[src/fsd_pkg.sv]
package fsd_pkg;
  // Instruction field positions, numbered from the LSB end (bit 0 of the
  // big-endian instruction word is bit 31 here)
  localparam int OPC_HI = 31;
  localparam int OPC_LO = 26;
  localparam int SRC_HI = 25;
  localparam int SRC_LO = 21;
  localparam int BASE_HI = 20;
  localparam int BASE_LO = 16;
  localparam int IDX_HI = 15;
  localparam int IDX_LO = 11;
  localparam int XO_HI = 10;
  localparam int XO_LO = 1;
  localparam int QD_HI = 15;
  localparam int QD_LO = 2;
  localparam int QSUB_HI = 1;
  localparam int QSUB_LO = 0;
  localparam int D_HI = 15;
  localparam int D_LO = 0;
  localparam int RECORD_POS = 0;

  // Opcode values
  localparam logic [5:0] OPC_QUAD = 6'h3c;
  localparam logic [5:0] OPC_QUAD_UPD = 6'h3d;
  localparam logic [5:0] OPC_EXT = 6'h1f;
  localparam logic [5:0] OPC_SGL = 6'h34;
  localparam logic [5:0] OPC_SGL_UPD = 6'h35;
  localparam logic [9:0] XO_QUAD_IDX_UPD = 10'h3b7;
  localparam logic [9:0] XO_QUAD_IDX = 10'h397;
  localparam logic [1:0] QSUB_PLAIN = 2'h0;
  localparam logic [1:0] QSUB_UPD = 2'h1;

  // Address and size constants
  localparam logic [31:0] DWORD_STEP = 32'h0000_0008;
  localparam logic [1:0] WORD_ALIGN_PAD = 2'h0;
  localparam logic [4:0] REG_ZERO = 5'h00;
  localparam logic [4:0] REG_LAST = 5'h1f;
  localparam logic [3:0] SIZE_DWORD = 4'h8;
  localparam logic [3:0] SIZE_WORD = 4'h4;

  // Controller states
  typedef enum logic [1:0] {
    FSD_IDLE,
    FSD_FIRST,
    FSD_SECOND,
    FSD_FINISH
  } fsd_state_type;
endpackage

[src/fsd_store_decode.sv]
`timescale 1ns/1ps
// Operation
// - Opcode 60 with low bits 00 is the paired displacement store, fields source/base/disp.
// - Opcode 61 with low bits 01 is the same paired displacement store with base update.
// - Opcode 31 extended 951 is the indexed paired store with update; bit 31 is the record bit.
// - Opcode 31 extended 919 is the indexed paired store without update.
// - Paired displacement offset is the 14-bit field sign-extended to 30 bits with 00 appended.
// - Paired displacement address is the offset alone for base field 0, else base plus offset.
// - Paired forms store the source register at the address and the next register 8 bytes up.
// - Indexed address is base plus index, or the index alone when the base field is 0.
// - Paired update forms write the address back to the base register when its field is nonzero and no access faulted.
// - None of these stores touches the float status register or condition field 0.
// - Opcode 52 is the single store with a 16-bit displacement, converting to single.
// - Single address is the sign-extended 16-bit displacement, plus base when field nonzero.
// - Opcode 53 is the single store with update, same layout and address as opcode 52.
// - Single update writes back only for nonzero base field and a fault-free access.
// - Paired encodings are accepted only when the paired extension is present.
module fsd_store_decode
  import fsd_pkg::*;
#(
  parameter bit HAS_PAIRED = 1'b1,
  parameter int AW = 32
) (
  // Clock and reset
  input wire logic clk_i,
  input wire logic reset_i,
  // Instruction issue
  input wire logic issue_valid_i,
  output logic issue_ready_o,
  input wire logic [31:0] instr_i,
  // Register file read ports
  output logic [4:0] base_reg_field_o,
  output logic [4:0] index_reg_field_o,
  input wire logic [AW-1:0] base_value_i,
  input wire logic [AW-1:0] index_value_i,
  output logic [4:0] fp_rd_sel_o,
  input wire logic [63:0] fp_rd_data_i,
  input wire logic [31:0] fp_single_i,
  // Memory write request
  output logic mem_req_o,
  input wire logic mem_ack_i,
  input wire logic mem_fault_i,
  output logic [AW-1:0] mem_addr_o,
  output logic [63:0] mem_data_o,
  output logic [3:0] mem_size_o,
  // Base register write-back and status
  output logic int_wb_en_o,
  output logic [4:0] int_wb_sel_o,
  output logic [AW-1:0] int_wb_data_o,
  output logic illegal_o,
  output logic fault_o,
  output logic fpscr_we_o,
  output logic cr0_we_o,
  output logic done_o
);

  // Sign-extend a 16-bit word from its bit 15 to the address width
  function automatic logic [AW-1:0] sext16(input logic [15:0] v);
    sext16 = {{(AW-16){v[15]}}, v};
  endfunction

  // Partner register of a pair; the last register wraps to register 0
  function automatic logic [4:0] pair_next(input logic [4:0] r);
    if (r == REG_LAST) begin
      pair_next = REG_ZERO;
    end else begin
      pair_next = r + 5'h01;
    end
  endfunction

  // Match on the extended opcode under the shared primary opcode
  function automatic logic ext_match(input logic [5:0] op, input logic [9:0] ext,
      input logic [9:0] want);
    ext_match = (op == OPC_EXT) && (ext == want);
  endfunction

  // Field extraction
  wire [5:0] opc = instr_i[OPC_HI:OPC_LO];
  wire [9:0] xo = instr_i[XO_HI:XO_LO];
  wire [1:0] qsub = instr_i[QSUB_HI:QSUB_LO];
  wire [4:0] fp_source_reg = instr_i[SRC_HI:SRC_LO];
  wire [4:0] base_reg_field = instr_i[BASE_HI:BASE_LO];
  wire [4:0] index_reg_field = instr_i[IDX_HI:IDX_LO];
  wire [13:0] quad_disp_field = instr_i[QD_HI:QD_LO];
  wire [15:0] disp_field = instr_i[D_HI:D_LO];
  wire record_bit = instr_i[RECORD_POS];

  // Paired form decode, each on its full opcode pattern
  wire is_q = (opc == OPC_QUAD) && (qsub == QSUB_PLAIN);
  wire is_qu = (opc == OPC_QUAD_UPD) && (qsub == QSUB_UPD);
  wire is_qux = ext_match(opc, xo, XO_QUAD_IDX_UPD);
  wire is_qx = ext_match(opc, xo, XO_QUAD_IDX);

  // Single-precision form decode
  wire is_s = (opc == OPC_SGL);
  wire is_su = (opc == OPC_SGL_UPD);

  // Paired forms exist only when the paired extension is built in
  wire is_paired_enc = is_q | is_qu | is_qux | is_qx;
  wire paired_ok = is_paired_enc & HAS_PAIRED;
  wire single_ok = is_s | is_su;
  wire known = paired_ok | single_ok;

  // Form attributes of the offered instruction
  wire upd_form = (HAS_PAIRED & (is_qu | is_qux)) | is_su;
  wire indexed = is_qux | is_qx;
  wire base_zero = (base_reg_field == REG_ZERO);

  // Offset: index register, 16-bit displacement or scaled 14-bit displacement
  wire [AW-1:0] quad_off = sext16({quad_disp_field, WORD_ALIGN_PAD});
  wire [AW-1:0] sgl_off = sext16(disp_field);
  wire [AW-1:0] disp_off = single_ok ? sgl_off : quad_off;
  wire [AW-1:0] offset = indexed ? index_value_i : disp_off;

  // Base term drops out when the base field names register 0
  wire [AW-1:0] base_term = base_zero ? '0 : base_value_i;
  wire [AW-1:0] next_target = base_term + offset;

  // Held instruction context
  fsd_state_type state;
  logic [AW-1:0] memory_target;
  logic [4:0] src_hold;
  logic [4:0] base_hold;
  logic paired;
  logic want_wb;
  logic saw_fault;

  // Pair partner comes from the held source, never from the live word
  wire [4:0] next_src = pair_next(src_hold);

  // Sequencer qualifiers
  wire idle = (state == FSD_IDLE);
  wire in_first = (state == FSD_FIRST);
  wire in_second = (state == FSD_SECOND);
  wire in_finish = (state == FSD_FINISH);
  wire accept = idle & issue_valid_i;
  wire ack_ok = mem_req_o & mem_ack_i & ~mem_fault_i;
  wire ack_bad = mem_req_o & mem_ack_i & mem_fault_i;
  wire go_second = in_first & ack_ok & paired;

  // Register read steering: live source while idle, pair partner afterwards
  assign base_reg_field_o = base_reg_field;
  assign index_reg_field_o = index_reg_field;
  assign fp_rd_sel_o = idle ? fp_source_reg : next_src;

  // Handshake outputs
  assign issue_ready_o = idle;
  assign mem_req_o = in_first | in_second;

  // Status writes that these stores never make
  assign fpscr_we_o = 1'b0;
  assign cr0_we_o = 1'b0;

  // Sequencer
  always_ff @(posedge clk_i) begin
    if (reset_i) begin
      state <= FSD_IDLE;
    end else begin
      case (state)
        FSD_IDLE: begin
          if (accept && known) state <= FSD_FIRST;
        end
        FSD_FIRST: begin
          if (ack_bad || (ack_ok && !paired)) state <= FSD_FINISH;
          else if (ack_ok) state <= FSD_SECOND;
        end
        FSD_SECOND: begin
          if (mem_ack_i) state <= FSD_FINISH;
        end
        FSD_FINISH: begin
          state <= FSD_IDLE;
        end
        default: begin
          state <= FSD_IDLE;
        end
      endcase
    end
  end

  // Effective address kept for the second half and write-back
  always_ff @(posedge clk_i) begin
    if (reset_i) begin
      memory_target <= '0;
    end else if (accept) begin
      memory_target <= next_target;
    end
  end

  // Source register kept so the pair partner ignores later words
  always_ff @(posedge clk_i) begin
    if (reset_i) begin
      src_hold <= '0;
    end else if (accept) begin
      src_hold <= fp_source_reg;
    end
  end

  // Base register kept as write-back target
  always_ff @(posedge clk_i) begin
    if (reset_i) begin
      base_hold <= '0;
    end else if (accept) begin
      base_hold <= base_reg_field;
    end
  end

  // Paired flag selects one or two halves
  always_ff @(posedge clk_i) begin
    if (reset_i) begin
      paired <= 1'b0;
    end else if (accept) begin
      paired <= paired_ok;
    end
  end

  // Write-back wanted for update forms with a nonzero base field
  always_ff @(posedge clk_i) begin
    if (reset_i) begin
      want_wb <= 1'b0;
    end else if (accept) begin
      want_wb <= upd_form & ~base_zero;
    end
  end

  // Fault tracking across both halves; issue and a faulted answer never meet
  always_ff @(posedge clk_i) begin
    if (reset_i) begin
      saw_fault <= 1'b0;
    end else if (accept) begin
      saw_fault <= 1'b0;
    end else if (ack_bad) begin
      saw_fault <= 1'b1;
    end
  end

  // Store data of the live source: paired doubleword or converted single
  logic [63:0] data_sel;
  assign data_sel = paired_ok ? fp_rd_data_i : {32'h0000_0000, fp_single_i};

  // Request address: formed at issue, one doubleword up for the second half
  always_ff @(posedge clk_i) begin
    if (reset_i) begin
      mem_addr_o <= '0;
    end else if (idle) begin
      mem_addr_o <= next_target;
    end else if (go_second) begin
      mem_addr_o <= memory_target + AW'(DWORD_STEP);
    end
  end

  // Request size follows the decoded form
  always_ff @(posedge clk_i) begin
    if (reset_i) begin
      mem_size_o <= '0;
    end else if (idle) begin
      mem_size_o <= paired_ok ? SIZE_DWORD : SIZE_WORD;
    end
  end

  // Request data: source at issue, pair partner once the first half is taken
  always_ff @(posedge clk_i) begin
    if (reset_i) begin
      mem_data_o <= '0;
    end else if (idle) begin
      mem_data_o <= data_sel;
    end else if (go_second) begin
      mem_data_o <= fp_rd_data_i;
    end
  end

  // Completion and illegal-form pulses
  always_ff @(posedge clk_i) begin
    if (reset_i) begin
      illegal_o <= 1'b0;
      done_o <= 1'b0;
      fault_o <= 1'b0;
    end else begin
      illegal_o <= accept & ~known;
      done_o <= in_finish;
      fault_o <= in_finish & saw_fault;
    end
  end

  // Base write-back only after a store accepted without fault
  wire wb_fire = in_finish & want_wb & ~saw_fault;

  // Base write-back outputs
  always_ff @(posedge clk_i) begin
    if (reset_i) begin
      int_wb_en_o <= 1'b0;
      int_wb_sel_o <= '0;
      int_wb_data_o <= '0;
    end else begin
      int_wb_en_o <= wb_fire;
      int_wb_sel_o <= base_hold;
      int_wb_data_o <= memory_target;
    end
  end

  // Record bit is decoded but never writes condition field 0
  wire unused_record = record_bit;

endmodule

[config.mk]
export PLATFORM = sky130hd
export DESIGN_NAME = fsd_store_decode
export DESIGN_NICKNAME = d
export VERILOG_FILES = /design/src/fsd_pkg.sv /design/src/fsd_store_decode.sv
export SDC_FILE = /design/constraint.sdc
export NUM_CORES = 1
export LEC_CHECK = 0
export CAP_MARGIN = 10
export CORE_AREA = 2 2 138 140
export DETAILED_ROUTE_END_ITERATION = 8
export DIE_AREA = 0 0 140 142
export DONT_BUFFER_PORTS = 1
export MAX_ROUTING_LAYER = met4
export PLACE_DENSITY = 0.69
export REMOVE_ABC_BUFFERS = 1
export SLEW_MARGIN = 10
export SYNTH_ARGS = -nofsm -noshare
export SYNTH_HDL_FRONTEND = slang
export SYNTH_SLANG_ARGS = --single-unit
[constraint.sdc]
create_clock -name clk_i -period 12.04 [get_ports clk_i]
set_clock_uncertainty 0.05 [all_clocks]
set_input_delay 2.408 -clock clk_i [delete_from_list [all_inputs] [get_ports clk_i]]
set_output_delay 2.408 -clock clk_i [all_outputs]
set_load 0.01 [all_outputs]
==> results of run 1 <==
## worst max-delay path, cell delays in order
cell,delay (ps)
nand4b_1,160
nor4_2,400
and2_1,590
buf_4,360
mux2_2,370
ha_1,410
nand4_2,170
nor2_1,70
and4_1,190
a22oi_1,330
a21boi_1,210
o31ai_1,530
a2111oi_0,200
a221o_1,290
## per-layer routing
metal  GRT usage (%)  vias up  part of all wire (%)
met5               -        -                     0
met4            9.89        0                   2.8
met3            6.76       49                   8.2
met2            43.8      345                    47
met1            35.1     3747                    42
li1                -     3932                     -
## cells in the mapped netlist, types with 30 or more instances
master,n
nor2_1,122
a22o_1,68
nor2b_1,73
a21o_1,37
nand2_1,64
mux2i_1,37
clkbuf_1,56
ha_1,38
xnor2_1,30
a211oi_1,49
a21oi_1,62
dfxtp_1,186
## state kept, by name, indices dropped and copies added (netlist names)
signal	flops
done_o	1
want_wb	1
int_wb_data_o	32
mem_data_o	64
src_hold	5
int_wb_en_o	1
memory_target	32
int_wb_sel_o	5
illegal_o	1
state	2
fault_o	1
saw_fault	1
base_hold	5
mem_size_o	2
paired	1
mem_addr_o	32
## layout make-up
type | count | share of cell area (%)
multi-input cells | 833 | 54.4
flip-flops and latches | 186 | 35.7
clock buffers | 17 | 4.08
well taps | 234 | 2.81
clock inverters | 15 | 1.85
repair buffers | 11 | 0.791
inverters | 11 | 0.396
## cells in the final DEF, fill, tap and decap left out, drive strengths merged, types with 3 or more instances in the layout
cell	n
a2111oi	5
a211o	4
a211oi	50
a21boi	6
a21o	37
a21oi	63
a221o	6
a22o	68
a22oi	5
a31oi	5
and2	6
and3	10
and4	5
buf	11
clkbuf	17
clkinv	6
conb	4
dfxtp	186
ha	38
inv	19
mux2	13
mux2i	37
nand2	64
nand2b	5
nand3	28
nand4	18
nor2	122
nor2b	73
nor3	25
nor4	6
o211ai	4
o21a	3
o21ai	31
o31ai	5
or3	7
xnor2	31
xor2	17
## power by group through the flow
stage               Sequential [mW]  Clock (mW)  Combinational, mW
global placement              0.842           0              0.392
CTS                           0.829       0.581              0.400
floorplan                     0.800           0              0.323
finish                        0.828       0.572              0.402
global route                  0.836       0.606              0.445
detailed placement            0.843           0              0.397
## final timing paths
kind	startpoint	end	slack (ps)	cells past startpoint
worst min register to register	base_hold[2]$_SDFFE_PP0P_	int_wb_sel_o[2]$_SDFF_PP0_	420	1
worst max register to register	state[1]$_SDFFE_PP0P_	mem_data_o[38]$_SDFFE_PP0P_	8400	8
worst max-delay path	instr_i[4]	mem_addr_o[29]$_SDFFE_PP0P_	5620	14
worst min-delay path	base_hold[2]$_SDFFE_PP0P_	int_wb_sel_o[2]$_SDFF_PP0_	420	1
## kinds of logic (layout without fill, tap and decap cells)
kind of cell | after synthesis | in the layout | synth area share (%)
and+or+nand+nor | 381 | 381 | 19.5
AOI/OAI and AO/OA | 311 | 311 | 23.1
buffers and inverters | 100 | 54 | 4.52
adders and majority gates | 39 | 39 | 5.07
xor gates and xnor gates | 48 | 48 | 4.38
muxes | 50 | 50 | 5.28
other | 1 | 4 | 0.0383
DFF | 186 | 186 | 38.1
## stage by stage
| stage | area [sq um] | hold slack [ps] |
|---|---|---|
| after floorplan | 9390 | 367 |
| after CTS | 10400 | 416 |
| after global routing | 10400 | 426 |
| after global placement | 9820 | 400 |
| final | 10400 | 417 |
| after detailed placement | 9820 | 398 |
==> impl_metrics.ini, run 1 <==
[yosys]
synthFlopType = dfxtp_1
synth_seq_area_share_pct = 38.1
synthCells = 1116
synth_edf_count = 0
synth_area_leaders = dfxtp_1 38%, a22o_1 6.1%, ha_1 4.9%, nor2_1 4.7%, nor2b_1 4.7%
synthDominantCellAreaShare_pct = 38.1
synth-seq-cells = 186
synth.cell_area_sq_um = 9780
ys_types = 74
synth_warnings = 0
syn_area_per_cell_sq_um = 8.76
async_flop_share_pct = 0
synth_top_area_cell = dfxtp_1

[placed_design]
dp_slack_ps = 5230
dp_hpwl_mm = 20.7
placed_cells_incl_taps = 1275
io_buffer_count = 0
gp_congestion = 0.889

[clocking]
cts_root_buffer = clkbuf_16
cts_setup_buffers = 0
clock_sinks = 186
numCtsBuffers = 17
cts_tree = done
hold_buffers = 0
cts_resized = 0
clock_latency_ps = 430
htree_levels = 4
cts_buffer_depth = 2
cts.clk_slew.worst_paths_ps = 70

[global_route]
first_global_vias = 7460
grt_overflow = 0
antenna_found_initial = 0
grt_pass1_wl_mm = 42.4
grt_usage_pct = 27.8
grt_max_degree = 121

[timing]
worst_pin_slew_ps = 1210
maxSlewViolCount = 0
finalSetupViolations = 0
rsz0062_at_grt = no
hold_violations = 0
layout_setup_ws_ps = 5620
fin_crit_ps = 6420
clock.fmax_mhz = 156
final.setup.tns_ps = 0
finalCritPeriodShare_pct = 53.3
max-slew-margin-rel_pct = 19.2

[routing]
ant_nets = 0
post_drt_wl_per_cell_microns = 21.3
vias = 8073
drcViolationCount = 25
viasPerCell = 6.18
drt-total-wl_mm = 27.8
drt_pass1_iterations = 9
dr.first_iter.drc_count = 541

[power]
leakage_nw = 4.36
clock_power_share_pct = 31.7
power_density_nw_per_um2 = 173
swShare_pct = 34.8
total_power_mw = 1.80
vdd_drop_max_uv = 86.2
comb_power_share_pct = 22.3
seqPwrFrac_pct = 45.9
p_int_mw = 1.17
netSwitchingPower_uw = 627

[cells_and_area]
layout-drive-gt1-share_pct = 7.36
nFillCells = 1653
fin_util_pct = 56.5
synthToLayoutAreaGrowth_pct = 6.70
fin_cells = 1307
register_area_sq_um = 3720
diodes = 0
multi_input_area_sq_um = 5680
fin_nets = 1296

[worst_setup_path]
critPathCaptureType = register
cp.required_ps = 12300
start_kind = primary input
crit_type = primary input to register
crit_arrival_ps = 6680
critPathMaxFanout = 21

[status]
outcome = finished, violations left
violations = design-rule violations

[die]
coreArea_sq_um = 18500
start_util_pct = 53.0
io_pins = 357
die_area_sq_um = 19900
rows = 50
die_w_microns = 140
die_h_microns = 142

[worst_hold_path]
hp-class = register to register

[run]
maxCapViolCount = 0
(Power assumes the default switching activity.)
==> run 2, diff against run 1 <==
- ABC_AREA: not set -> 1
- CORE_AREA: 2 2 138 140 -> not set
- CORE_ASPECT_RATIO: not set -> 0.8
- CORE_MARGIN: not set -> 2
- CORE_UTILIZATION: not set -> 58
- DIE_AREA: 0 0 140 142 -> not set
- PLACE_DENSITY: 0.69 -> 0.76
- clock period: 12.04 -> 5.5 ns (I/O delays scaled with it)
==> run 2 against run 1 <==
  * The run now ends clean
  * Highest routed layer unchanged
  * Largest power group unchanged
  * Clock power rose by 110%
  * Count of clock-buffer cells in the layout rose by 1
  * Critical path type is now register to register
  * Non-clock buffer count fell by 4
  * Largest cell class unchanged
==> impl_metrics.ini, run 2 <==
[yosys]
yosys-top-cells-count = 489 x nand2_1, 250 x inv_1, 186 x dfxtp_1
synth-seq-cells = 186
synth_area_leaders = dfxtp_1 34%, nand2_1 17%, inv_1 8.6%, nand3_1 5.1%, o21ai_0 4.6%
synth_warnings = 0
synthFlopType = dfxtp_1
async_flop_share_pct = 0
synthDominantCellAreaShare_pct = 34.2
ys_types = 51
syn_area_per_cell_sq_um = 6.50
yosysMostFrequentCell = nand2_1
synth_top_area_cell = dfxtp_1
synth.cell_area_sq_um = 10900
synth_seq_area_share_pct = 34.2
synth_edf_count = 0
synthCells = 1674

[timing]
rsz0062_at_grt = no
finalCritPeriodShare_pct = 69.1
max-slew-margin-rel_pct = 33.9
final.setup.tns_ps = 0
hold_slack_ps = 376
finalSetupViolations = 0
fin_crit_ps = 3800
clock.fmax_mhz = 263
worst_pin_slew_ps = 991
hold_violations = 0
maxSlewViolCount = 0

[run]
maxCapViolCount = 0

[clocking]
hold_buffers = 0
cts.clk_slew.worst_paths_ps = 70
cts_tree = done
clock_latency_ps = 420
cts_resized = 0
clock_sinks = 186
cts_root_buffer = clkbuf_16
numCtsBuffers = 17
cts_buffer_depth = 2
cts_setup_buffers = 0
htree_levels = 4

[cells_and_area]
diodes = 0
largest_reg_flops = 64
regMostFlops = mem_data_o
synthToLayoutAreaGrowth_pct = 4.76
layout_commonest_cell = nand2_1
layout_common_cells = 489 x nand2_1, 250 x inv_1, 186 x dfxtp_1
layout-drive-gt1-share_pct = 6.41
nFillCells = 1786
fin_nets = 1861

[placed_design]
gp_congestion = 0.999
dp_hpwl_mm = 23.5
io_buffer_count = 0

[power]
vdd_drop_max_uv = 313
power_density_nw_per_um2 = 414
leakage_nw = 5.53

[global_route]
grt_pass1_wl_mm = 48.2
grt_usage_pct = 31.3
antenna_found_initial = 0
first_global_vias = 9361
grt_max_degree = 81
grt_overflow = 0

[die]
die_h_microns = 127
io_pins = 357
die_area_sq_um = 19900
rows = 44
coreArea_sq_um = 18300
start_util_pct = 59.5
die_w_microns = 157

[status]
outcome = finished clean

[worst_setup_path]
cp.required_ps = 5790
critPathMaxStageDelay_ps = 900
start_kind = register
crit_type = register to register
critPathMaxFanout = 52
cpMaxStageDelayCell = inv_2
crit_chain = inv_1, ha_1, buf_4, inv_1, nand2_4, inv_2, nand2_1, a21boi_0, a21oi_1
crit_arrival_ps = 4090
critPathCaptureType = register
crit_top_cell = inv_1
reg2reg_slack_ps = 1700

[routing]
drcViolationCount = 0
vias = 10299
drt_pass1_iterations = 6
ant_nets = 0
viasPerCell = 5.45
post_drt_wl_per_cell_microns = 16.4
dr.first_iter.drc_count = 926
drt-total-wl_mm = 31.1

[worst_hold_path]
hp-class = register to register
-- run 2: cell count changes after synthesis, moves of 22 or more --
cell      change
nand2_1     +425
inv_1       +240
nand3_1      +83
nor2b_1      -73
o21ai_0      +72
a22o_1       -68
a211oi_1     -49
o21ai_1      +42
mux2i_1      -37
a21o_1       -35
xnor2_1      -27
clkbuf_1     -22
-- run 2: final cells by class --
cell class / count / area (sq um) / share of cell area, %
Tap cell: 253 / 317 / 2.78
Timing Repair Buffer: 7 / 52.6 / 0.461
Multi-Input combinational cell: 1158 / 5770 / 50.7
Sequential cell: 186 / 3720 / 32.7
Clock inverter: 13 / 136 / 1.20
Inverter: 255 / 957 / 8.40
Clock buffer: 18 / 439 / 3.85
-- run 2: cells by family (layout without fill, tap and decap cells) --
family | count (synthesis) | in the layout | share of synthesized area, %
multiplexers | 4 | 4 | 0.414
other | 1 | 4 | 0.0345
flip-flops | 186 | 186 | 34.2
AO/OA/AOI/OAI | 301 | 301 | 16.1
XOR/XNOR | 21 | 21 | 1.69
buffers and inverters | 333 | 293 | 12.9
adder cells (fa/ha/maj) | 39 | 39 | 4.55
AND/OR/NAND/NOR | 789 | 789 | 30.1
-- run 2: through the flow --
stage / util [%] / total power, mW / std cells / setup slack (ps) / cell area [sq um]
global placement: 59.2 / 3.52 / 1859 / 1480 / 10800
global route: 62.4 / 5.01 / 1890 / 1380 / 11400
detailed placement: 59.2 / 3.55 / 1859 / 1360 / 10800
finish: 62.4 / 4.72 / 1890 / 1700 / 11400
CTS: 62.4 / 4.72 / 1890 / 1740 / 11400
floorplan: - / 3.08 / 1599 / 1290 / 10400
-- run 2: worst paths after layout --
check | startpoint | endpoint | depth (start not counted)
max | state[0]$_SDFFE_PP0P_ | mem_addr_o[24]$_SDFFE_PP0P_ | 9
min reg2reg | saw_fault$_SDFFE_PP0P_ | int_wb_en_o$_SDFF_PP0_ | 1
max reg2reg | state[0]$_SDFFE_PP0P_ | mem_addr_o[24]$_SDFFE_PP0P_ | 9
min | saw_fault$_SDFFE_PP0P_ | int_wb_en_o$_SDFF_PP0_ | 1
-- run 2: report_power, final --
| part | total [mW] | switching, mW | internal [mW] |
|---|---|---|---|
| combinational | 1.46 | 1.03 | 0.431 |
| clock | 1.18 | 0.570 | 0.613 |
| sequential | 2.08 | 0.399 | 1.68 |
| total | 4.72 | 2.00 | 2.72 |
-- run 2: worst max-delay path, delay by kind of cell, from the launching register on --
| family | cells | cell delay (ps) |
|---|---|---|
| flip-flops | 1 | 420 |
| AO/OA/AOI/OAI | 2 | 360 |
| adder cells (fa/ha/maj) | 1 | 200 |
| AND/OR/NAND/NOR | 2 | 630 |
| buffers and inverters | 4 | 2000 |
-- run 2: metal layers --
layer / vias to the layer above / wire, microns / global-route usage (%)
met2: 442 / 13900 / 48.2
met4: 0 / 442 / 7.38
met3: 33 / 2830 / 7.31
li1: 5183 / - / -
met1: 4641 / 13900 / 42.0
met5: - / 0 / -
